## src/design/serial_break_and_baud_control_params.svh

```systemverilog
`ifndef SERIAL_BREAK_AND_BAUD_CONTROL_PARAMS_SVH
`define SERIAL_BREAK_AND_BAUD_CONTROL_PARAMS_SVH
// register byte offsets
`define OFS_STATUS_ONE      8'h10
`define OFS_STATUS_TWO      8'h14
`define OFS_DATA_BUFFER     8'h18
`define OFS_BAUD_RATE       8'h1c
`define OFS_BAUD_PRESCALER  8'h20
`define OFS_SERIAL_CONTROL  8'h24
// field positions
`define BIT_TX_EMPTY        7
`define BIT_RX_FULL         5
`define BIT_FRAMING_ERROR   1
`define BIT_NINTH_RX        0
`define BIT_BREAK_SEEN      1
`define BIT_RX_ACTIVE       0
`define BIT_LIN_TX          6
`define BIT_LIN_RX          5
`define BIT_ENABLE          0
`define BIT_NINE_BIT        1
`define BIT_SEND_BREAK      2
`define BIT_NINTH_TX        3
// reset values
`define RST_BAUD_RATE       8'h00
`define RST_BAUD_PRESCALER  8'h00
`define RST_SERIAL_CONTROL  8'h00
// timing counts, in receiver samples, bit times or rate divider outputs
`define RT_PER_BIT          4'hf
`define RT_MID_BIT          4'h7
`define RT_PER_QUARTER      2'h3
`define BRK_DET_LIN_8       4'hd
`define BRK_DET_LIN_9       4'he
`define BRK_GEN_NORM_8      4'ha
`define BRK_GEN_NORM_9      4'hb
`define BRK_GEN_LIN_8       4'hd
`define BRK_GEN_LIN_9       4'he
`define BRK_GEN_BOTH_8      4'hb
`define BRK_GEN_BOTH_9      4'hc
`define IDLE_RT_8           8'ha0
`define IDLE_RT_9           8'hb0
// axi responses
`define RESP_OKAY           2'h0
`define RESP_SLVERR         2'h2
`endif

```

## src/design/serial_break_and_baud_control_pkg.sv

```systemverilog
package serial_break_and_baud_control_pkg;
  typedef enum logic [4:0] {
    RX_IDLE  = 5'b00001,
    RX_START = 5'b00010,
    RX_DATA  = 5'b00100,
    RX_STOP  = 5'b01000,
    RX_BRK   = 5'b10000
  } rx_state_e;
  typedef enum logic [2:0] {
    TX_IDLE  = 3'b001,
    TX_SHIFT = 3'b010,
    TX_BRK   = 3'b100
  } tx_state_e;
endpackage

```

## src/design/serial_break_and_baud_control.sv

```systemverilog
// Function
// - on break detect set break flag, framing error and receive full
// - in 9-bit mode a break clears the received ninth bit
// - break flag: no interrupt, cleared by status two read then data read, reset clears
// - break flag rearms only after the line shows ones and a new break arrives
// - receive active flag sets on a zero at first start-search sample, no interrupt
// - receive active flag clears on false start or idle character
// - data reads return received byte, data writes give the byte to transmit
// - reset does not touch the data buffer contents
// - one baud rate from both baud registers clocks receiver and transmitter
// - lin rx bit alone: break detect needs 13 or 14 bits
// - lin tx bit alone: generated break is 13 or 14 bits
// - both lin bits: detect 13/14, generate 11/12 bits
// - lengthened detect threshold filters stretched all-zero characters
// - prescale field codes 0..3 divide by 1, 3, 4, 13; reset clears
// - rate select field divides by two to the field value; reset clears
// - prescaler divide field: 0 bypasses, 1..7 divide by 2..8; reset clears
// - baud equals clock over 64 times all divisors with fine adjust
// - insertion field adds that many clocks per 32 prescaler outputs
//
// Our own choice: the AXI4-Lite interface to the registers.
`timescale 1ns/10ps
`include "serial_break_and_baud_control_params.svh"
module serial_break_and_baud_control
(
  // clock and reset
  input  wire logic        clk_sys_i,
  input  wire logic        reset_i,
  // axi4-lite write address and data
  input  wire logic [7:0]  s_axi_awaddr_i,
  input  wire logic        s_axi_awvalid_i,
  output logic             s_axi_awready_o,
  input  wire logic [31:0] s_axi_wdata_i,
  input  wire logic [3:0]  s_axi_wstrb_i,
  input  wire logic        s_axi_wvalid_i,
  output logic             s_axi_wready_o,
  // axi4-lite write response
  output logic [1:0]       s_axi_bresp_o,
  output logic             s_axi_bvalid_o,
  input  wire logic        s_axi_bready_i,
  // axi4-lite read
  input  wire logic [7:0]  s_axi_araddr_i,
  input  wire logic        s_axi_arvalid_i,
  output logic             s_axi_arready_o,
  output logic [31:0]      s_axi_rdata_o,
  output logic [1:0]       s_axi_rresp_o,
  output logic             s_axi_rvalid_o,
  input  wire logic        s_axi_rready_i,
  // serial line
  input  wire logic        rxd_i,
  output logic             txd_o
);

  // ----------------------------------------------------------------
  // registers and state
  // ----------------------------------------------------------------
  logic [7:0]  baud_rate_control;
  logic [7:0]  baud_prescaler_control;
  logic [7:0]  serial_control;
  logic [7:0]  serial_data_buffer;
  logic [7:0]  tx_buffer;
  logic        break_seen_flag;
  logic        receive_active_flag;
  logic        framing_error_flag;
  logic        receive_full_flag;
  logic        ninth_rx_bit;
  logic        tx_empty;
  logic        brk_clear_armed;
  logic        s1_clear_armed;
  logic        break_armed;
  logic        rx_meta;
  logic        rx_sync;
  serial_break_and_baud_control_pkg::rx_state_e rx_state;
  serial_break_and_baud_control_pkg::tx_state_e tx_state;

  // ----------------------------------------------------------------
  // field decode
  // ----------------------------------------------------------------
  wire       lin_tx_break_len_enable    = baud_rate_control[`BIT_LIN_TX];
  wire       lin_rx_break_filter_enable = baud_rate_control[`BIT_LIN_RX];
  wire [1:0] baud_prescale_select       = baud_rate_control[4:3];
  wire [2:0] baud_rate_select           = baud_rate_control[2:0];
  wire [2:0] prescaler_divide_select    = baud_prescaler_control[7:5];
  wire [4:0] clock_insertion_select     = baud_prescaler_control[4:0];
  wire       serial_module_enable       = serial_control[`BIT_ENABLE];
  wire       nine_bit                   = serial_control[`BIT_NINE_BIT];
  wire       send_break                 = serial_control[`BIT_SEND_BREAK];
  wire       ninth_tx_bit               = serial_control[`BIT_NINTH_TX];

  // ----------------------------------------------------------------
  // baud chain: fine prescaler, register prescaler, rate divider, /4
  // ----------------------------------------------------------------
  logic [3:0] pre_cnt;
  logic [4:0] frac_acc;
  logic       stretch;
  logic [3:0] bpd_cnt;
  logic [6:0] bd_cnt;
  logic [1:0] q_cnt;

  // bypass is divide by one, stretched periods add the fraction
  wire [3:0] fine_prescaler_divisor = (prescaler_divide_select == 3'h0) ? 4'h1 :
                                      {1'b0, prescaler_divide_select} + 4'h1;
  wire [3:0] pre_last      = fine_prescaler_divisor + {3'h0, stretch} - 4'h1;
  wire       pre_tick      = serial_module_enable && (pre_cnt == pre_last);
  wire [5:0] frac_sum      = {1'b0, frac_acc} + {1'b0, clock_insertion_select};
  wire [3:0] baud_register_prescale = (baud_prescale_select == 2'h0) ? 4'h1 :
                                      (baud_prescale_select == 2'h1) ? 4'h3 :
                                      (baud_prescale_select == 2'h2) ? 4'h4 : 4'hd;
  wire       bpd_tick      = pre_tick && (bpd_cnt == baud_register_prescale - 4'h1);
  wire [7:0] baud_divider  = 8'h01 << baud_rate_select;
  wire       bd_tick       = bpd_tick && ({1'b0, bd_cnt} == baud_divider - 8'h01);
  wire       rt_tick       = bd_tick && (q_cnt == `RT_PER_QUARTER);

  // divider counters; the carry of the fraction accumulator picks stretched periods
  always_ff @(posedge clk_sys_i or posedge reset_i)
  begin
    if (reset_i)
    begin
      pre_cnt  <= 4'h0;
      frac_acc <= 5'h00;
      stretch  <= 1'b0;
      bpd_cnt  <= 4'h0;
      bd_cnt   <= 7'h00;
      q_cnt    <= 2'h0;
    end
    else if (!serial_module_enable)
    begin
      pre_cnt  <= 4'h0;
      frac_acc <= 5'h00;
      stretch  <= 1'b0;
      bpd_cnt  <= 4'h0;
      bd_cnt   <= 7'h00;
      q_cnt    <= 2'h0;
    end
    else
    begin
      pre_cnt <= pre_tick ? 4'h0 : pre_cnt + 4'h1;
      if (pre_tick)
      begin
        frac_acc <= frac_sum[4:0];
        stretch  <= frac_sum[5];
        bpd_cnt  <= bpd_tick ? 4'h0 : bpd_cnt + 4'h1;
      end
      if (bpd_tick)
        bd_cnt <= bd_tick ? 7'h00 : bd_cnt + 7'h01;
      if (bd_tick)
        q_cnt <= q_cnt + 2'h1;
    end
  end

  // ----------------------------------------------------------------
  // axi4-lite slave
  // ----------------------------------------------------------------
  wire wr_take = s_axi_awvalid_i && s_axi_wvalid_i && !s_axi_bvalid_o;
  wire rd_take = s_axi_arvalid_i && !s_axi_rvalid_o;
  wire wr_hit  = (s_axi_awaddr_i == `OFS_DATA_BUFFER) || (s_axi_awaddr_i == `OFS_BAUD_RATE) ||
                 (s_axi_awaddr_i == `OFS_BAUD_PRESCALER) || (s_axi_awaddr_i == `OFS_SERIAL_CONTROL);
  wire wr_en   = wr_take && s_axi_wstrb_i[0];
  wire wr_data = wr_en && (s_axi_awaddr_i == `OFS_DATA_BUFFER);
  wire rd_s1   = rd_take && (s_axi_araddr_i == `OFS_STATUS_ONE);
  wire rd_s2   = rd_take && (s_axi_araddr_i == `OFS_STATUS_TWO);
  wire rd_data = rd_take && (s_axi_araddr_i == `OFS_DATA_BUFFER);

  wire [7:0] status_one = {tx_empty, 1'b0, receive_full_flag, 3'h0, framing_error_flag, ninth_rx_bit};
  // break flag and active flag only: neither drives any request line
  wire [7:0] serial_status_two = {6'h00, break_seen_flag, receive_active_flag};

  // read mux; unmapped reads return zero with an error response
  wire [7:0] rd_mux = (s_axi_araddr_i == `OFS_STATUS_ONE)     ? status_one :
                      (s_axi_araddr_i == `OFS_STATUS_TWO)     ? serial_status_two :
                      (s_axi_araddr_i == `OFS_DATA_BUFFER)    ? serial_data_buffer :
                      (s_axi_araddr_i == `OFS_BAUD_RATE)      ? baud_rate_control :
                      (s_axi_araddr_i == `OFS_BAUD_PRESCALER) ? baud_prescaler_control :
                      (s_axi_araddr_i == `OFS_SERIAL_CONTROL) ? serial_control : 8'h00;
  wire rd_hit = (s_axi_araddr_i == `OFS_STATUS_ONE) || (s_axi_araddr_i == `OFS_STATUS_TWO) ||
                (s_axi_araddr_i == `OFS_DATA_BUFFER) || (s_axi_araddr_i == `OFS_BAUD_RATE) ||
                (s_axi_araddr_i == `OFS_BAUD_PRESCALER) || (s_axi_araddr_i == `OFS_SERIAL_CONTROL);

  assign s_axi_awready_o = wr_take;
  assign s_axi_wready_o  = wr_take;
  assign s_axi_arready_o = !s_axi_rvalid_o;

  // response channels and control registers
  always_ff @(posedge clk_sys_i or posedge reset_i)
  begin
    if (reset_i)
    begin
      s_axi_bvalid_o         <= 1'b0;
      s_axi_bresp_o          <= `RESP_OKAY;
      s_axi_rvalid_o         <= 1'b0;
      s_axi_rresp_o          <= `RESP_OKAY;
      s_axi_rdata_o          <= 32'h00000000;
      baud_rate_control      <= `RST_BAUD_RATE;
      baud_prescaler_control <= `RST_BAUD_PRESCALER;
      serial_control         <= `RST_SERIAL_CONTROL;
    end
    else
    begin
      if (wr_take)
      begin
        s_axi_bvalid_o <= 1'b1;
        s_axi_bresp_o  <= wr_hit ? `RESP_OKAY : `RESP_SLVERR;
      end
      else if (s_axi_bready_i)
        s_axi_bvalid_o <= 1'b0;
      if (rd_take)
      begin
        s_axi_rvalid_o <= 1'b1;
        s_axi_rresp_o  <= rd_hit ? `RESP_OKAY : `RESP_SLVERR;
        s_axi_rdata_o  <= {24'h000000, rd_mux};
      end
      else if (s_axi_rready_i)
        s_axi_rvalid_o <= 1'b0;
      if (wr_en && (s_axi_awaddr_i == `OFS_BAUD_RATE))
        baud_rate_control <= {1'b0, s_axi_wdata_i[6:0]};
      if (wr_en && (s_axi_awaddr_i == `OFS_BAUD_PRESCALER))
        baud_prescaler_control <= s_axi_wdata_i[7:0];
      if (wr_en && (s_axi_awaddr_i == `OFS_SERIAL_CONTROL))
        serial_control <= {4'h0, s_axi_wdata_i[3:0]};
    end
  end

  // ----------------------------------------------------------------
  // receiver
  // ----------------------------------------------------------------
  logic [3:0] rx_rt;
  logic [3:0] rx_bits;
  logic [3:0] zero_bits;
  logic [8:0] rx_shift;
  logic       all_zero;
  logic [7:0] ones_rt;
  logic       brk_event;
  logic       rx_load;

  wire       mid       = rt_tick && (rx_rt == `RT_MID_BIT);
  wire [3:0] data_bits = nine_bit ? 4'h9 : 4'h8;
  wire [3:0] brk_det   = nine_bit ? `BRK_DET_LIN_9 : `BRK_DET_LIN_8;
  wire [7:0] idle_rt   = nine_bit ? `IDLE_RT_9 : `IDLE_RT_8;
  wire       rt1_zero  = rt_tick && (rx_state == serial_break_and_baud_control_pkg::RX_IDLE) && !rx_sync;
  wire       false_st  = mid && (rx_state == serial_break_and_baud_control_pkg::RX_START) && rx_sync;
  wire       idle_seen = rt_tick && (rx_state == serial_break_and_baud_control_pkg::RX_IDLE) &&
                         rx_sync && (ones_rt == idle_rt - 8'h01);
  wire       stop_mid  = mid && (rx_state == serial_break_and_baud_control_pkg::RX_STOP);
  wire       brk_cand  = stop_mid && !rx_sync && all_zero;
  wire       brk_lin   = mid && (rx_state == serial_break_and_baud_control_pkg::RX_BRK) &&
                         !rx_sync && (zero_bits == brk_det - 4'h1);

  // the line pin crosses into this clock through two flops
  always_ff @(posedge clk_sys_i or posedge reset_i)
  begin
    if (reset_i)
    begin
      rx_meta <= 1'b1;
      rx_sync <= 1'b1;
    end
    else
    begin
      rx_meta <= rxd_i;
      rx_sync <= rx_meta;
    end
  end

  // a detected break is held back unless the line has shown ones since the last one
  always_comb
  begin
    brk_event = 1'b0;
    if (brk_cand && !lin_rx_break_filter_enable)
      brk_event = break_armed;
    if (brk_lin)
      brk_event = break_armed;
    rx_load = stop_mid;
  end

  // receive sequencer; all sampling is on the shared baud sample tick
  always_ff @(posedge clk_sys_i or posedge reset_i)
  begin
    if (reset_i)
    begin
      rx_state  <= serial_break_and_baud_control_pkg::RX_IDLE;
      rx_rt     <= 4'h0;
      rx_bits   <= 4'h0;
      zero_bits <= 4'h0;
      rx_shift  <= 9'h000;
      all_zero  <= 1'b0;
      ones_rt   <= 8'h00;
    end
    else if (rt_tick)
    begin
      rx_rt <= (rx_state == serial_break_and_baud_control_pkg::RX_IDLE) ? 4'h1 : rx_rt + 4'h1;
      case (rx_state)
        serial_break_and_baud_control_pkg::RX_IDLE:
        begin
          ones_rt <= (!rx_sync || idle_seen) ? 8'h00 : ones_rt + 8'h01;
          if (!rx_sync)
            rx_state <= serial_break_and_baud_control_pkg::RX_START;
        end
        serial_break_and_baud_control_pkg::RX_START:
          if (mid)
          begin
            rx_state <= rx_sync ? serial_break_and_baud_control_pkg::RX_IDLE :
                                  serial_break_and_baud_control_pkg::RX_DATA;
            rx_bits  <= 4'h0;
            all_zero <= 1'b1;
          end
        serial_break_and_baud_control_pkg::RX_DATA:
          if (mid)
          begin
            rx_shift <= nine_bit ? {rx_sync, rx_shift[8:1]} : {1'b0, rx_sync, rx_shift[7:1]};
            all_zero <= all_zero && !rx_sync;
            rx_bits  <= rx_bits + 4'h1;
            if (rx_bits == data_bits - 4'h1)
              rx_state <= serial_break_and_baud_control_pkg::RX_STOP;
          end
        serial_break_and_baud_control_pkg::RX_STOP:
          if (mid)
          begin
            zero_bits <= data_bits + 4'h2;
            ones_rt   <= 8'h00;
            rx_state  <= (brk_cand && lin_rx_break_filter_enable) ?
                         serial_break_and_baud_control_pkg::RX_BRK :
                         serial_break_and_baud_control_pkg::RX_IDLE;
          end
        serial_break_and_baud_control_pkg::RX_BRK:
          if (mid)
          begin
            zero_bits <= zero_bits + 4'h1;
            if (rx_sync || brk_lin)
              rx_state <= serial_break_and_baud_control_pkg::RX_IDLE;
          end
        default:
          rx_state <= serial_break_and_baud_control_pkg::RX_IDLE;
      endcase
    end
  end

  // received byte; data buffers keep their contents through reset
  always_ff @(posedge clk_sys_i)
  begin
    if (rx_load)
      serial_data_buffer <= rx_shift[7:0];
    if (wr_data)
      tx_buffer <= s_axi_wdata_i[7:0];
  end

  // status flags; a set in the same cycle as a clear wins
  always_ff @(posedge clk_sys_i or posedge reset_i)
  begin
    if (reset_i)
    begin
      break_seen_flag     <= 1'b0;
      receive_active_flag <= 1'b0;
      framing_error_flag  <= 1'b0;
      receive_full_flag   <= 1'b0;
      ninth_rx_bit        <= 1'b0;
      brk_clear_armed     <= 1'b0;
      s1_clear_armed      <= 1'b0;
      break_armed         <= 1'b1;
    end
    else
    begin
      if (rd_s2)
        brk_clear_armed <= break_seen_flag;
      else if (rd_data)
        brk_clear_armed <= 1'b0;
      if (rd_s1)
        s1_clear_armed <= framing_error_flag || receive_full_flag;
      else if (rd_data)
        s1_clear_armed <= 1'b0;
      if (brk_event)
        break_seen_flag <= 1'b1;
      else if (rd_data && brk_clear_armed)
        break_seen_flag <= 1'b0;
      if (rt1_zero)
        receive_active_flag <= 1'b1;
      else if (false_st || idle_seen)
        receive_active_flag <= 1'b0;
      if (brk_event || (stop_mid && !rx_sync))
        framing_error_flag <= 1'b1;
      else if (rd_data && s1_clear_armed)
        framing_error_flag <= 1'b0;
      if (brk_event || rx_load)
        receive_full_flag <= 1'b1;
      else if (rd_data && s1_clear_armed)
        receive_full_flag <= 1'b0;
      if (brk_event)
        ninth_rx_bit <= 1'b0;
      else if (rx_load)
        ninth_rx_bit <= nine_bit ? rx_shift[8] : rx_shift[7]; // 8-bit mode mirrors data bit 7
      if (brk_event)
        break_armed <= 1'b0;
      else if (rt_tick && rx_sync && (rx_state == serial_break_and_baud_control_pkg::RX_IDLE))
        break_armed <= 1'b1;
    end
  end

  // ----------------------------------------------------------------
  // transmitter
  // ----------------------------------------------------------------
  logic [3:0]  tx_rt;
  logic [3:0]  tx_left;
  logic [10:0] tx_shift;

  wire       tx_bit   = rt_tick && (tx_rt == `RT_PER_BIT);
  wire [3:0] brk_gen  = (lin_tx_break_len_enable && lin_rx_break_filter_enable) ?
                        (nine_bit ? `BRK_GEN_BOTH_9 : `BRK_GEN_BOTH_8) :
                        lin_tx_break_len_enable ?
                        (nine_bit ? `BRK_GEN_LIN_9 : `BRK_GEN_LIN_8) :
                        (nine_bit ? `BRK_GEN_NORM_9 : `BRK_GEN_NORM_8);
  wire [10:0] tx_frame = nine_bit ? {1'b1, ninth_tx_bit, tx_buffer, 1'b0} : {2'b11, tx_buffer, 1'b0};

  // frames start on bit boundaries of the shared baud clock
  always_ff @(posedge clk_sys_i or posedge reset_i)
  begin
    if (reset_i)
    begin
      tx_state <= serial_break_and_baud_control_pkg::TX_IDLE;
      tx_rt    <= 4'h0;
      tx_left  <= 4'h0;
      tx_shift <= 11'h7ff;
      tx_empty <= 1'b1;
      txd_o    <= 1'b1;
    end
    else
    begin
      if (wr_data)
        tx_empty <= 1'b0;
      if (rt_tick)
        tx_rt <= tx_rt + 4'h1;
      if (tx_bit)
      begin
        case (tx_state)
          serial_break_and_baud_control_pkg::TX_IDLE:
            if (send_break)
            begin
              tx_state <= serial_break_and_baud_control_pkg::TX_BRK;
              tx_left  <= brk_gen - 4'h1;
              txd_o    <= 1'b0;
            end
            else if (!tx_empty && !wr_data)
            begin
              tx_state <= serial_break_and_baud_control_pkg::TX_SHIFT;
              tx_shift <= {1'b1, tx_frame[10:1]};
              tx_left  <= data_bits + 4'h1;
              tx_empty <= 1'b1;
              txd_o    <= 1'b0;
            end
            else
              txd_o <= 1'b1;
          serial_break_and_baud_control_pkg::TX_SHIFT:
          begin
            txd_o    <= tx_shift[0];
            tx_shift <= {1'b1, tx_shift[10:1]};
            tx_left  <= tx_left - 4'h1;
            if (tx_left == 4'h0)
              tx_state <= serial_break_and_baud_control_pkg::TX_IDLE;
          end
          serial_break_and_baud_control_pkg::TX_BRK:
          begin
            tx_left <= tx_left - 4'h1;
            if (tx_left == 4'h1 && !send_break)
            begin
              tx_state <= serial_break_and_baud_control_pkg::TX_SHIFT;
              tx_shift <= 11'h7ff;
              tx_left  <= 4'h0;
            end
            else if (tx_left == 4'h1)
              tx_left <= brk_gen;
            txd_o <= 1'b0;
          end
          default:
            tx_state <= serial_break_and_baud_control_pkg::TX_IDLE;
        endcase
      end
    end
  end

endmodule

```

## config.mk

```make
export PLATFORM = sky130hd
export DESIGN_NAME = serial_break_and_baud_control
export DESIGN_NICKNAME = d
export VERILOG_FILES = /design/src/design/serial_break_and_baud_control_pkg.sv /design/src/design/serial_break_and_baud_control.sv
export VERILOG_INCLUDE_DIRS = /design/src /design/src/design
export SDC_FILE = /design/constraint.sdc
export NUM_CORES = 1
export LEC_CHECK = 0
export BUFFER_PORTS_ARGS = -buffer_cell sky130_fd_sc_hd__buf_4
export CORE_MARGIN = 5
export CORE_UTILIZATION = 32
export DETAILED_ROUTE_END_ITERATION = 7
export PLACE_DENSITY_LB_ADDON = 0.2
export SKIP_LAST_GASP = 1
export SLEW_MARGIN = 40
export SYNTH_ARGS = -nofsm -noshare
export SYNTH_HDL_FRONTEND = slang
export SYNTH_SLANG_ARGS = --single-unit
```

## constraint.sdc

```tcl
create_clock -name clk_sys_i -period 7.1 [get_ports clk_sys_i]
set_input_delay 0.71 -clock clk_sys_i [delete_from_list [all_inputs] [get_ports clk_sys_i]]
set_output_delay 0.71 -clock clk_sys_i [all_outputs]
set_load 0.01 [all_outputs]
```

**Word level (Yosys, flattened, before mapping)**

Cells that the tools add are included.

- Flip-flop bits (word level): 141
- Bits in latches: 0
- Memory bits (writable): 0
- Bits in read-only memories: 0
- Input port bits: 60
- Word-level logic and storage cells: 294
- Memories: 0

- $add $sub $neg: 22
- Multiply operators: 0
- Div/mod/pow operators: 0
- Order comparisons: 0
- Equality and inequality tests: 45
- Shifts and indexed selects: 1
- Multiplexer cells: 101
- Bitwise gates (word level): 0
- Reduce and logical (&&, ||, !) cells: 86

Operators with widths:

| kind | count |
|---|---|
| 4-bit 2-to-1 mux | 19 |
| 8-bit 2-to-1 mux | 7 |
| 5-bit 2-to-1 mux | 11 |
| 8-bit by 5-bit equality test with 1-bit output (second input constant) | 6 |
| 1-bit logical AND | 39 |
| 1-bit 2-to-1 mux | 34 |
| 11-bit 2-to-1 mux | 3 |
| 11-bit case mux with 3 select lines | 1 |
| 8-bit by 6-bit equality test with 1-bit output (second input constant) | 4 |
| 4-bit by 1-bit adder with 4-bit output (second input constant) | 7 |
| 2-bit nonzero test | 13 |
| 5-bit case mux with 5 select lines | 1 |
| 3-bit 2-to-1 mux | 8 |
| 4-bit by 1-bit subtractor with 4-bit output (second input constant) | 6 |
| 7-bit 2-to-1 mux | 3 |
| 2-bit inequality test (second input constant) | 10 |
| 4-bit equality test | 4 |
| 4-bit case mux with 2 select lines | 2 |
| 8-bit case mux with 2 select lines | 1 |
| 8-bit by 1-bit subtractor with 8-bit output (second input constant) | 2 |
| 1-bit logical OR | 14 |
| 4-bit case mux with 3 select lines | 1 |
| 4-bit AND reduction | 3 |
| 10-bit 2-to-1 mux | 1 |
| 39 further kinds | 55 |

**Depth between registers and ports, before layout**

Gate-level depths: netlist of run 1.

- Depth after elaboration: 18
- Mapped depth: 14
- Depth with buffers taken out: 12

**Worst setup path after synthesis of run 1**

No wires, ideal clock.

- Path kind: reg-to-reg
- From: register baud_prescaler_control[5]
- To: register serial_data_buffer[0] (enable)
- Arrival time: 2.682 ns
- Data required time: 6.717 ns
- Slack: 4.035 ns
- Cell stages (with the launch flop): 12
- Buffers on the path: 0
- Period minus slack after synthesis: 3.065 ns
- Cell sequence: dfrtp_1 -> inv_1 -> ha_1 -> nand2b_1 -> and2_1 -> ha_1 -> ha_1 -> xor2_1 -> nand2_1 -> nor3_2 -> nand3_1 -> nor3_1

- Cells in the longest elaborated chain, start to end: 11
- Elaborated cells on any way between the ends: 12

RTL lines:

| what | RTL line | source |
|---|---|---|
| start, declared | serial_break_and_baud_control.sv:58 | `logic [7:0] baud_prescaler_control;` |
| start signal, assigned | serial_break_and_baud_control.sv:194 | `` baud_prescaler_control <= `RST_BAUD_PRESCALER; `` |
| start signal, assigned | serial_break_and_baud_control.sv:217 | `baud_prescaler_control <= s_axi_wdata_i[7:0];` |
| 3-bit by 1-bit adder with 4-bit output or 3-bit zero test (tied branches) | serial_break_and_baud_control.sv:102, serial_break_and_baud_control.sv:101 |  |
| 4-bit 2-to-1 mux (*) | serial_break_and_baud_control.sv:101 | `wire [3:0] fine_prescaler_divisor = (prescaler_divide_select == 3'h0) ? 4'h1 :` |
| 4-bit by 1-bit adder with 4-bit output (*) | serial_break_and_baud_control.sv:103 | `wire [3:0] pre_last = fine_prescaler_divisor + {3'h0, stretch} - 4'h1;` |
| 4-bit by 1-bit subtractor with 4-bit output (*) | serial_break_and_baud_control.sv:103 |  |
| 4-bit equality test (*) | serial_break_and_baud_control.sv:104 | `wire pre_tick = serial_module_enable && (pre_cnt == pre_last);` |
| 1-bit logical AND (*) | serial_break_and_baud_control.sv:104 |  |
| 1-bit logical AND (*) | serial_break_and_baud_control.sv:109 | `wire bpd_tick = pre_tick && (bpd_cnt == baud_register_prescale - 4'h1);` |
| 1-bit logical AND (*) | serial_break_and_baud_control.sv:111 | `wire bd_tick = bpd_tick && ({1'b0, bd_cnt} == baud_divider - 8'h01);` |
| 1-bit logical AND (*) | serial_break_and_baud_control.sv:112 | `` wire rt_tick = bd_tick && (q_cnt == `RT_PER_QUARTER); `` |
| 1-bit logical AND (*) | serial_break_and_baud_control.sv:235 | `` wire mid = rt_tick && (rx_rt == `RT_MID_BIT); `` |
| 1-bit logical AND (*) | serial_break_and_baud_control.sv:243 | `wire stop_mid = mid && (rx_state == serial_break_and_baud_control_pkg::RX_STOP);` |
| named net rx_load | serial_break_and_baud_control.sv:233 | `logic rx_load;` |
| end signal, assigned | serial_break_and_baud_control.sv:340 | `serial_data_buffer <= rx_shift[7:0];` |
| end, declared | serial_break_and_baud_control.sv:60 | `logic [7:0] serial_data_buffer;` |

The timed path passes the listed nets; every way through them passes the cells marked *.
A chain may end at the register's enable or synchronous reset.

**Worst setup path after layout of run 1**

- From: register baud_prescaler_control[5]
- To: register tx_shift[4]

- Cells in the longest elaborated chain, start to end: 11
- Elaborated cells on any way between the ends: 12

RTL lines:

| what | RTL line | source |
|---|---|---|
| 3-bit by 1-bit adder with 4-bit output or 3-bit zero test (tied branches) | serial_break_and_baud_control.sv:102, serial_break_and_baud_control.sv:101 |  |
| 4-bit 2-to-1 mux (*) | serial_break_and_baud_control.sv:101 |  |
| 4-bit by 1-bit adder with 4-bit output (*) | serial_break_and_baud_control.sv:103 |  |
| 4-bit by 1-bit subtractor with 4-bit output (*) | serial_break_and_baud_control.sv:103 |  |
| 4-bit equality test (*) | serial_break_and_baud_control.sv:104 |  |
| 1-bit logical AND (*) | serial_break_and_baud_control.sv:104 |  |
| 1-bit logical AND (*) | serial_break_and_baud_control.sv:109 |  |
| 1-bit logical AND (*) | serial_break_and_baud_control.sv:111 |  |
| 1-bit logical AND (*) | serial_break_and_baud_control.sv:112 |  |
| 1-bit logical AND (*) | serial_break_and_baud_control.sv:403 | `` wire tx_bit = rt_tick && (tx_rt == `RT_PER_BIT); `` |
| 5-bit AND reduction (no source line) (*) | -- |  |
| end signal, assigned | serial_break_and_baud_control.sv:442 | `tx_shift <= {1'b1, tx_frame[10:1]};` |
| end signal, assigned | serial_break_and_baud_control.sv:452 | `tx_shift <= {1'b1, tx_shift[10:1]};` |
| end, declared | serial_break_and_baud_control.sv:401 | `logic [10:0] tx_shift;` |

Mark *: on every way between the ends. The rest lies on a longest branch, timed or not.

==> results of run 1 <==
[cells by family (layout without fill, tap and decap cells)]
logic type                 count (synthesis)  after routing  share of synthesized area [%]
xor gates and xnor gates                  21             21                           2.35
AOI/OAI and AO/OA                        175            175                           15.0
DFF                                      137            137                           45.1
muxes                                     63             63                           8.73
and+or+nand+nor                          266            266                           18.9
other                                      1             26                         0.0479
buffers and inverters                     95            115                           6.00
adders and majority gates                 24             24                           3.94
[layout make-up]
type,instances,area [sq um]
Clock buffer,21,492
Clock inverter,11,134
Fill cell,2357,15200
Inverter,32,123
Multi-Input combinational cell,575,3920
Sequential cell,137,3530
Tap cell,324,405
Timing Repair Buffer,51,387
[power groups by stage]
| stage | combinational (mW) | sequential (mW) | clock (mW) |
|---|---|---|---|
| after floorplan | 0.0610 | 0.818 | 0 |
| after global routing | 0.0975 | 0.806 | 0.989 |
| after CTS | 0.0894 | 0.806 | 0.957 |
| after global placement | 0.0887 | 0.820 | 0 |
| after detailed placement | 0.0890 | 0.820 | 0 |
| final | 0.0878 | 0.806 | 0.935 |
[routing by layer]
metal	vias to the layer above	track usage, %	share of wire, %
met1	2901	19.2	49
li1	2899	-	-
met5	-	0	0
met2	100	22.6	47
met3	13	3.09	3.8
met4	0	4.06	0.96
[how the worst max path moves through the flow]
stage / start / endpoint / slack (ps) / cells after the start
after detailed placement: baud_prescaler_control[5]$_DFFE_PP0P_ / tx_shift[5]$_DFFE_PP1P_ / 3390 / 12
after CTS: baud_prescaler_control[5]$_DFFE_PP0P_ / tx_shift[5]$_DFFE_PP1P_ / 3370 / 12
after floorplan: reset_i / all_zero$_DFFE_PP0P_ / 3200 / 1
after global routing: baud_prescaler_control[5]$_DFFE_PP0P_ / tx_shift[4]$_DFFE_PP1P_ / 3100 / 12
after global placement: baud_prescaler_control[5]$_DFFE_PP0P_ / tx_shift[6]$_DFFE_PP1P_ / 3400 / 12
final: baud_prescaler_control[5]$_DFFE_PP0P_ / tx_shift[4]$_DFFE_PP1P_ / 3380 / 12
[through the flow]
step                worst slack [ps]  instance area, sq um  hold WS, ps  power (mW)
finish                          3380                  8990          359        1.83
global route                    3100                  8990          358        1.89
CTS                             3370                  8990          362        1.85
detailed placement              3390                  8370          347       0.909
global placement                3400                  8360          346       0.909
floorplan                       3200                  7920          345       0.879
[synth_stat cells, types with 7 or more instances]
master / instances / area share (%)
nand3_1: 41 / 2.6
nand4_1: 9 / 0.72
o21ai_0: 41 / 2.6
ha_1: 23 / 3.7
xor2_1: 12 / 1.3
buf_2: 9 / 0.58
nor2_1: 36 / 1.7
buf_4: 27 / 2.6
nor3_1: 14 / 0.90
and4_1: 7 / 0.78
and3_1: 12 / 0.96
a211o_1: 7 / 0.78
xnor2_1: 9 / 1.0
a21oi_1: 31 / 2.0
o211ai_1: 7 / 0.67
edfxtp_1: 16 / 6.1
nand2b_1: 11 / 0.88
or3_1: 9 / 0.72
inv_1: 32 / 1.5
dfrtp_1: 105 / 34
dfstp_2: 16 / 5.4
a31oi_1: 9 / 0.72
o31ai_1: 15 / 1.4
o41ai_1: 7 / 0.78
nand2_1: 66 / 3.2
a22o_1: 7 / 0.78
mux2i_1: 21 / 2.7
mux2_2: 42 / 6.0
nor4_1: 11 / 0.88
clkbuf_1: 27 / 1.3
[sequential cells by signal, summed over array words and instances, names as in the netlist, 2 cells and up]
register                flops
baud_prescaler_control      8
baud_rate_control           7
bd_cnt                      7
bpd_cnt                     4
frac_acc                    5
ones_rt                     8
pre_cnt                     4
q_cnt                       2
rx_bits                     4
rx_rt                       4
rx_shift                    9
rx_state                    5
s_axi_rdata_o               8
serial_control              4
serial_data_buffer          8
tx_buffer                   8
tx_left                     4
tx_rt                       4
tx_shift                    9
tx_state                    3
zero_bits                   4
==> reports/results.tsv, run 1 <==
metric	value	unit
status	completed	
drive_gt1_share	19.5	%
p_leak	3.90	nW
first_iter_violations	394	
critPathRequiredTime	7450	ps
seq_area_frac_synth	45.1	%
min_from	rx_meta$_DFF_PP1_	
hold_buffers	0	
reg2reg_slack	3380	ps
critPathLaunchType	flip-flop	
min_period_over_period	52.4	%
clk_transition_reported_paths	60	ps
p_int	1.40	mW
setup-tns-final	0	ps
ff2ff_path_depth	12	
cts.path.max_buffers	2	
ys_warn_count	0	
drc	0	
whs_path_depth	0	
switching_power	0.429	mW
yosys_most_used_dff	dfrtp_1	
grt_pass1_wl	31400	um
cpLargestDelayFamily	simple AND/OR/NAND/NOR gates	
hp-class	reg2reg	
num_vias	5913	
ir_worst_vdd	0.127	mV
via_per_inst	5.14	
cp_slowest_cell	nor2_4	
dr.pass1.iters	4	
tritoncts	done	
cp_common_cell	ha_1	
antenna_cells	0	
die-height	166	um
powerDensity	203	nW/um^2
async_flop_share	88.3	%
fin_crit	3720	ps
drv_cap	0	
slowest_delay	520	ps
hpwl	13800	um
endpoint_kind	flip-flop	
routed_wl	19500	um
cts_resized	0	
syn_to_final_growth	15.0	%
numPortBuffers	48	
crit_buf_inv	1	
finish.utilization	37.2	%
clock_sinks	137	
detail-route-antenna-nets	0	
fmax	269	MHz
syn_area	7820	sq um
crit_type	reg2reg	
synth_edf_count	16	
mostFrequentLayoutCells	dfrtp_1, nand2_1, buf_4	
antenna_found_initial	0	
switching_share	23.5	%
syn_inst	782	
die_width	166	um
start_util	32.4	%
hold_viol_final	0	
nets	898	
arrival	4070	ps
cts_buffers	17	
io-pin-count	102	
track_usage	14.1	%
p_clk_share	51.1	%
fp.coreArea	24200	sq um
fin_cells	1151	
synthDistinctLibCells	72	
slew_violations	0	
h-tree-depth	4	
min_to	rx_sync$_DFF_PP1_	
seq_power_share	44.1	%
grt_max_degree	76	
root_buffer	clkbuf_16	
r2r-end	tx_shift[4]$_DFFE_PP1P_	
syn_avg_cell_area	10.0	sq um
crit_fanout	23	
p_comb_share	4.8	%
relSlewSlack	45.0	%
rsz0062_at_grt	no	
avgRoutedWirePerCell	16.9	um
clock_latency	430	ps
dieArea	27700	sq um
final_common_cell	dfrtp_1	
place_inst	1119	
skew	10.8	ps
overflow	0	
finalSetupViolCount	0	
routabilityCongestion	0.800	
worst_pin_slew	820	ps
fp-row-count	57	
post_cts_buffers	0	
r2r-start	baud_prescaler_control[5]$_DFFE_PP0P_	
grt_pass1_vias	5774	
synth_seq_cells	137	
path_cells	inv_1 -> ha_1 -> nand2b_1 -> and2_1 -> ha_1 -> ha_1 -> xor2_1 -> nand2_1 -> or3_4 -> nor2_4 -> nand4_2 -> mux2_2	
No activity file was read; power rests on OpenSTA's default activity.
==> run 2, diff against run 1 <==
==> constraint.sdc (replaced) <==
create_clock -name clk_sys_i -period 3.54 [get_ports clk_sys_i]
set_input_delay 0.354 -clock clk_sys_i [delete_from_list [all_inputs] [get_ports clk_sys_i]]
set_output_delay 0.354 -clock clk_sys_i [all_outputs]
set_load 0.01 [all_outputs]
==> reports/results.tsv, run 2 (synthesis results as in run 1) <==
metric	value	unit	change
track_usage	14.7	%	+0.59 points
detail-route-antenna-nets	0		unchanged
min_period_over_period	91.8	%	+39 points
antenna_cells	0		unchanged
fillCellCount	2404		+2.0%
via_per_inst	5.15		+0.34%
hold_buffers	0		unchanged
grt_pass1_wl	32900	um	+4.8%
cts_resized	0		unchanged
drc	0		unchanged
dieArea	27700	sq um	unchanged
p_leak	3.97	nW	+1.8%
num_vias	6026		+1.9%
first_iter_violations	313		-21%
seq_power_share	45.4	%	+1.3 points
finish.utilization	37.6	%	+0.37 points
grt_use_met2	22.7	%	+0.11 points
post_cts_buffers	0		unchanged
ir_worst_vdd	0.225	mV	+77%
endpoint_kind	flip-flop		
grt_max_degree	122		+61%
drv_cap	0		unchanged
mostFrequentLayoutCells	dfrtp_1, buf_4, nand2_1		
root_buffer	clkbuf_16		
slowest_delay	440	ps	-80 ps
fin_crit	3250	ps	-466 ps
p_clk_share	49.5	%	-1.6 points
cts.path.max_buffers	2		unchanged
final_common_cell	dfrtp_1		
die-height	166	um	unchanged
cpLargestDelayFamily	simple AND/OR/NAND/NOR gates		
fp-row-count	57		unchanged
dr.pass1.iters	5		+1
routabilityCongestion	0.784		-2.0%
path_cells	inv_1 -> ha_1 -> nand2b_1 -> and2_1 -> ha_1 -> ha_1 -> xor2_1 -> nand2_1 -> or3_4 -> nor2_4 -> nand4_2 -> mux2_2		
routed_wl	20000	um	+2.5%
skew	11.8	ps	+0.961 ps
clk_transition_reported_paths	70	ps	about the same
clock_sinks	137		unchanged
grt_pass1_vias	5945		+3.0%
overflow	0		unchanged
start_util	32.4	%	unchanged
crit_fanout	9		-61%
arrival	3620	ps	-450 ps
seqCellArea	3530	sq um	unchanged
die_width	166	um	unchanged
status	completed		
use_met3	3.24	%	+0.14 points
antenna_found_initial	0		unchanged
hpwl	14200	um	+3.0%
crit_buf_inv	1		unchanged
critPathLaunchType	flip-flop		
powerDensity	392	nW/um^2	+93%
switching_share	26.0	%	+2.5 points
grt_busiest_layer	met2		
clock_latency	440	ps	about the same
io-pin-count	102		unchanged
switching_power	0.923	mW	+120%
h-tree-depth	4		unchanged
largestRegisters	rx_shift x9, tx_shift x9		
tritoncts	done		
fmax	308	MHz	+14%
hold_viol_final	0		unchanged
p_int	2.63	mW	+88%
rsz0062_at_grt	no		
crit_type	reg2reg		
nets	916		+2.0%
globalRouteMet1Util	20.7	%	+1.5 points
syn_to_final_growth	16.1	%	
numPortBuffers	48		unchanged
critPathRequiredTime	3900	ps	-3550 ps
drive_gt1_share	21.1	%	+1.6 points
setup-tns-final	0	ps	unchanged
cp_slowest_cell	dfrtp_1		
cp_common_cell	ha_1		
slew_violations	0		unchanged
relSlewSlack	44.4	%	-0.61 points
fp.coreArea	24200	sq um	unchanged
cts_buffers	17		unchanged
hp-class	in2reg		
p_comb_share	5.1	%	+0.3 points
avgRoutedWirePerCell	17.1	um	+0.95%
multi_input_area	3920	sq um	-0.13%
finalSetupViolCount	0		unchanged
worst_pin_slew	825	ps	+4.83 ps
run 2: cell count changes in the layout (fill, tap and decap cells not counted):
cell and change:
inv_8 +3, clkinv_4 -2, nor3_2 -1, clkbuf_8 -3, bufinv_16 -2, inv_6 +4, nor3_1 +1, buf_4 +18
buf_12 +1, buf_6 -1
run 2: final cells by class:
type / count / share of cell area (%)
Inverter: 32 / 1.36
Clock buffer: 18 / 4.96
Sequential cell: 137 / 38.9
Clock inverter: 14 / 1.36
Multi-Input combinational cell: 575 / 43.1
Tap cell: 324 / 4.46
Timing Repair Buffer: 69 / 5.84
run 2: power groups by stage:
stage               logic, mW  registers [mW]  clock network, mW
floorplan               0.123            1.64                  0
global placement        0.184            1.64                  0
detailed placement      0.185            1.64                  0
CTS                     0.185            1.61               1.81
global route            0.203            1.62               1.88
finish                  0.181            1.62               1.76
run 2: metrics by stage:
stage               instances  hold slack, ps  setup slack, ps  instance area, sq um  total power, mW
detailed placement       1137             347              322                  8510             1.83
CTS                      1169            6.12              296                  9080             3.61
floorplan                 807             345              475                  7920             1.76
global placement         1137             346              310                  8510             1.83
global route             1169            3.63             27.5                  9080             3.70
finish                   1169            19.5              289                  9080             3.56
run 2: per-layer routing:
layer  up-vias  part of all wire (%)
met5         -                     0
met4         0                   1.1
met3        16                   3.6
met2       109                    46
met1      2959                    50
li1       2942                     -
run 2: worst paths after layout:
kind	slack, ps	end	start	depth (start not counted)
hold / removal	20	rx_meta$_DFF_PP1_	rxd_i	1
setup / recovery	290	tx_shift[6]$_DFFE_PP1P_	baud_prescaler_control[6]$_DFFE_PP0P_	12
setup reg to reg	290	tx_shift[6]$_DFFE_PP1P_	baud_prescaler_control[6]$_DFFE_PP0P_	12
min in group asynchronous	100	bd_cnt[6]$_DFFE_PP0P_	reset_i	3
hold reg to reg	360	rx_sync$_DFF_PP1_	rx_meta$_DFF_PP1_	0
max in group asynchronous	2930	serial_control[0]$_DFFE_PP0P_	reset_i	3
run 2: worst reg2reg max path, cell delays in order, from the launching register on:
cell	delay [ps]
dfrtp_1	440
inv_1	80
ha_1	180
nand2b_1	80
and2_1	160
ha_1	210
ha_1	290
xor2_1	150
nand2_1	120
or3_4	440
nor2_4	250
nand4_2	390
mux2_2	410
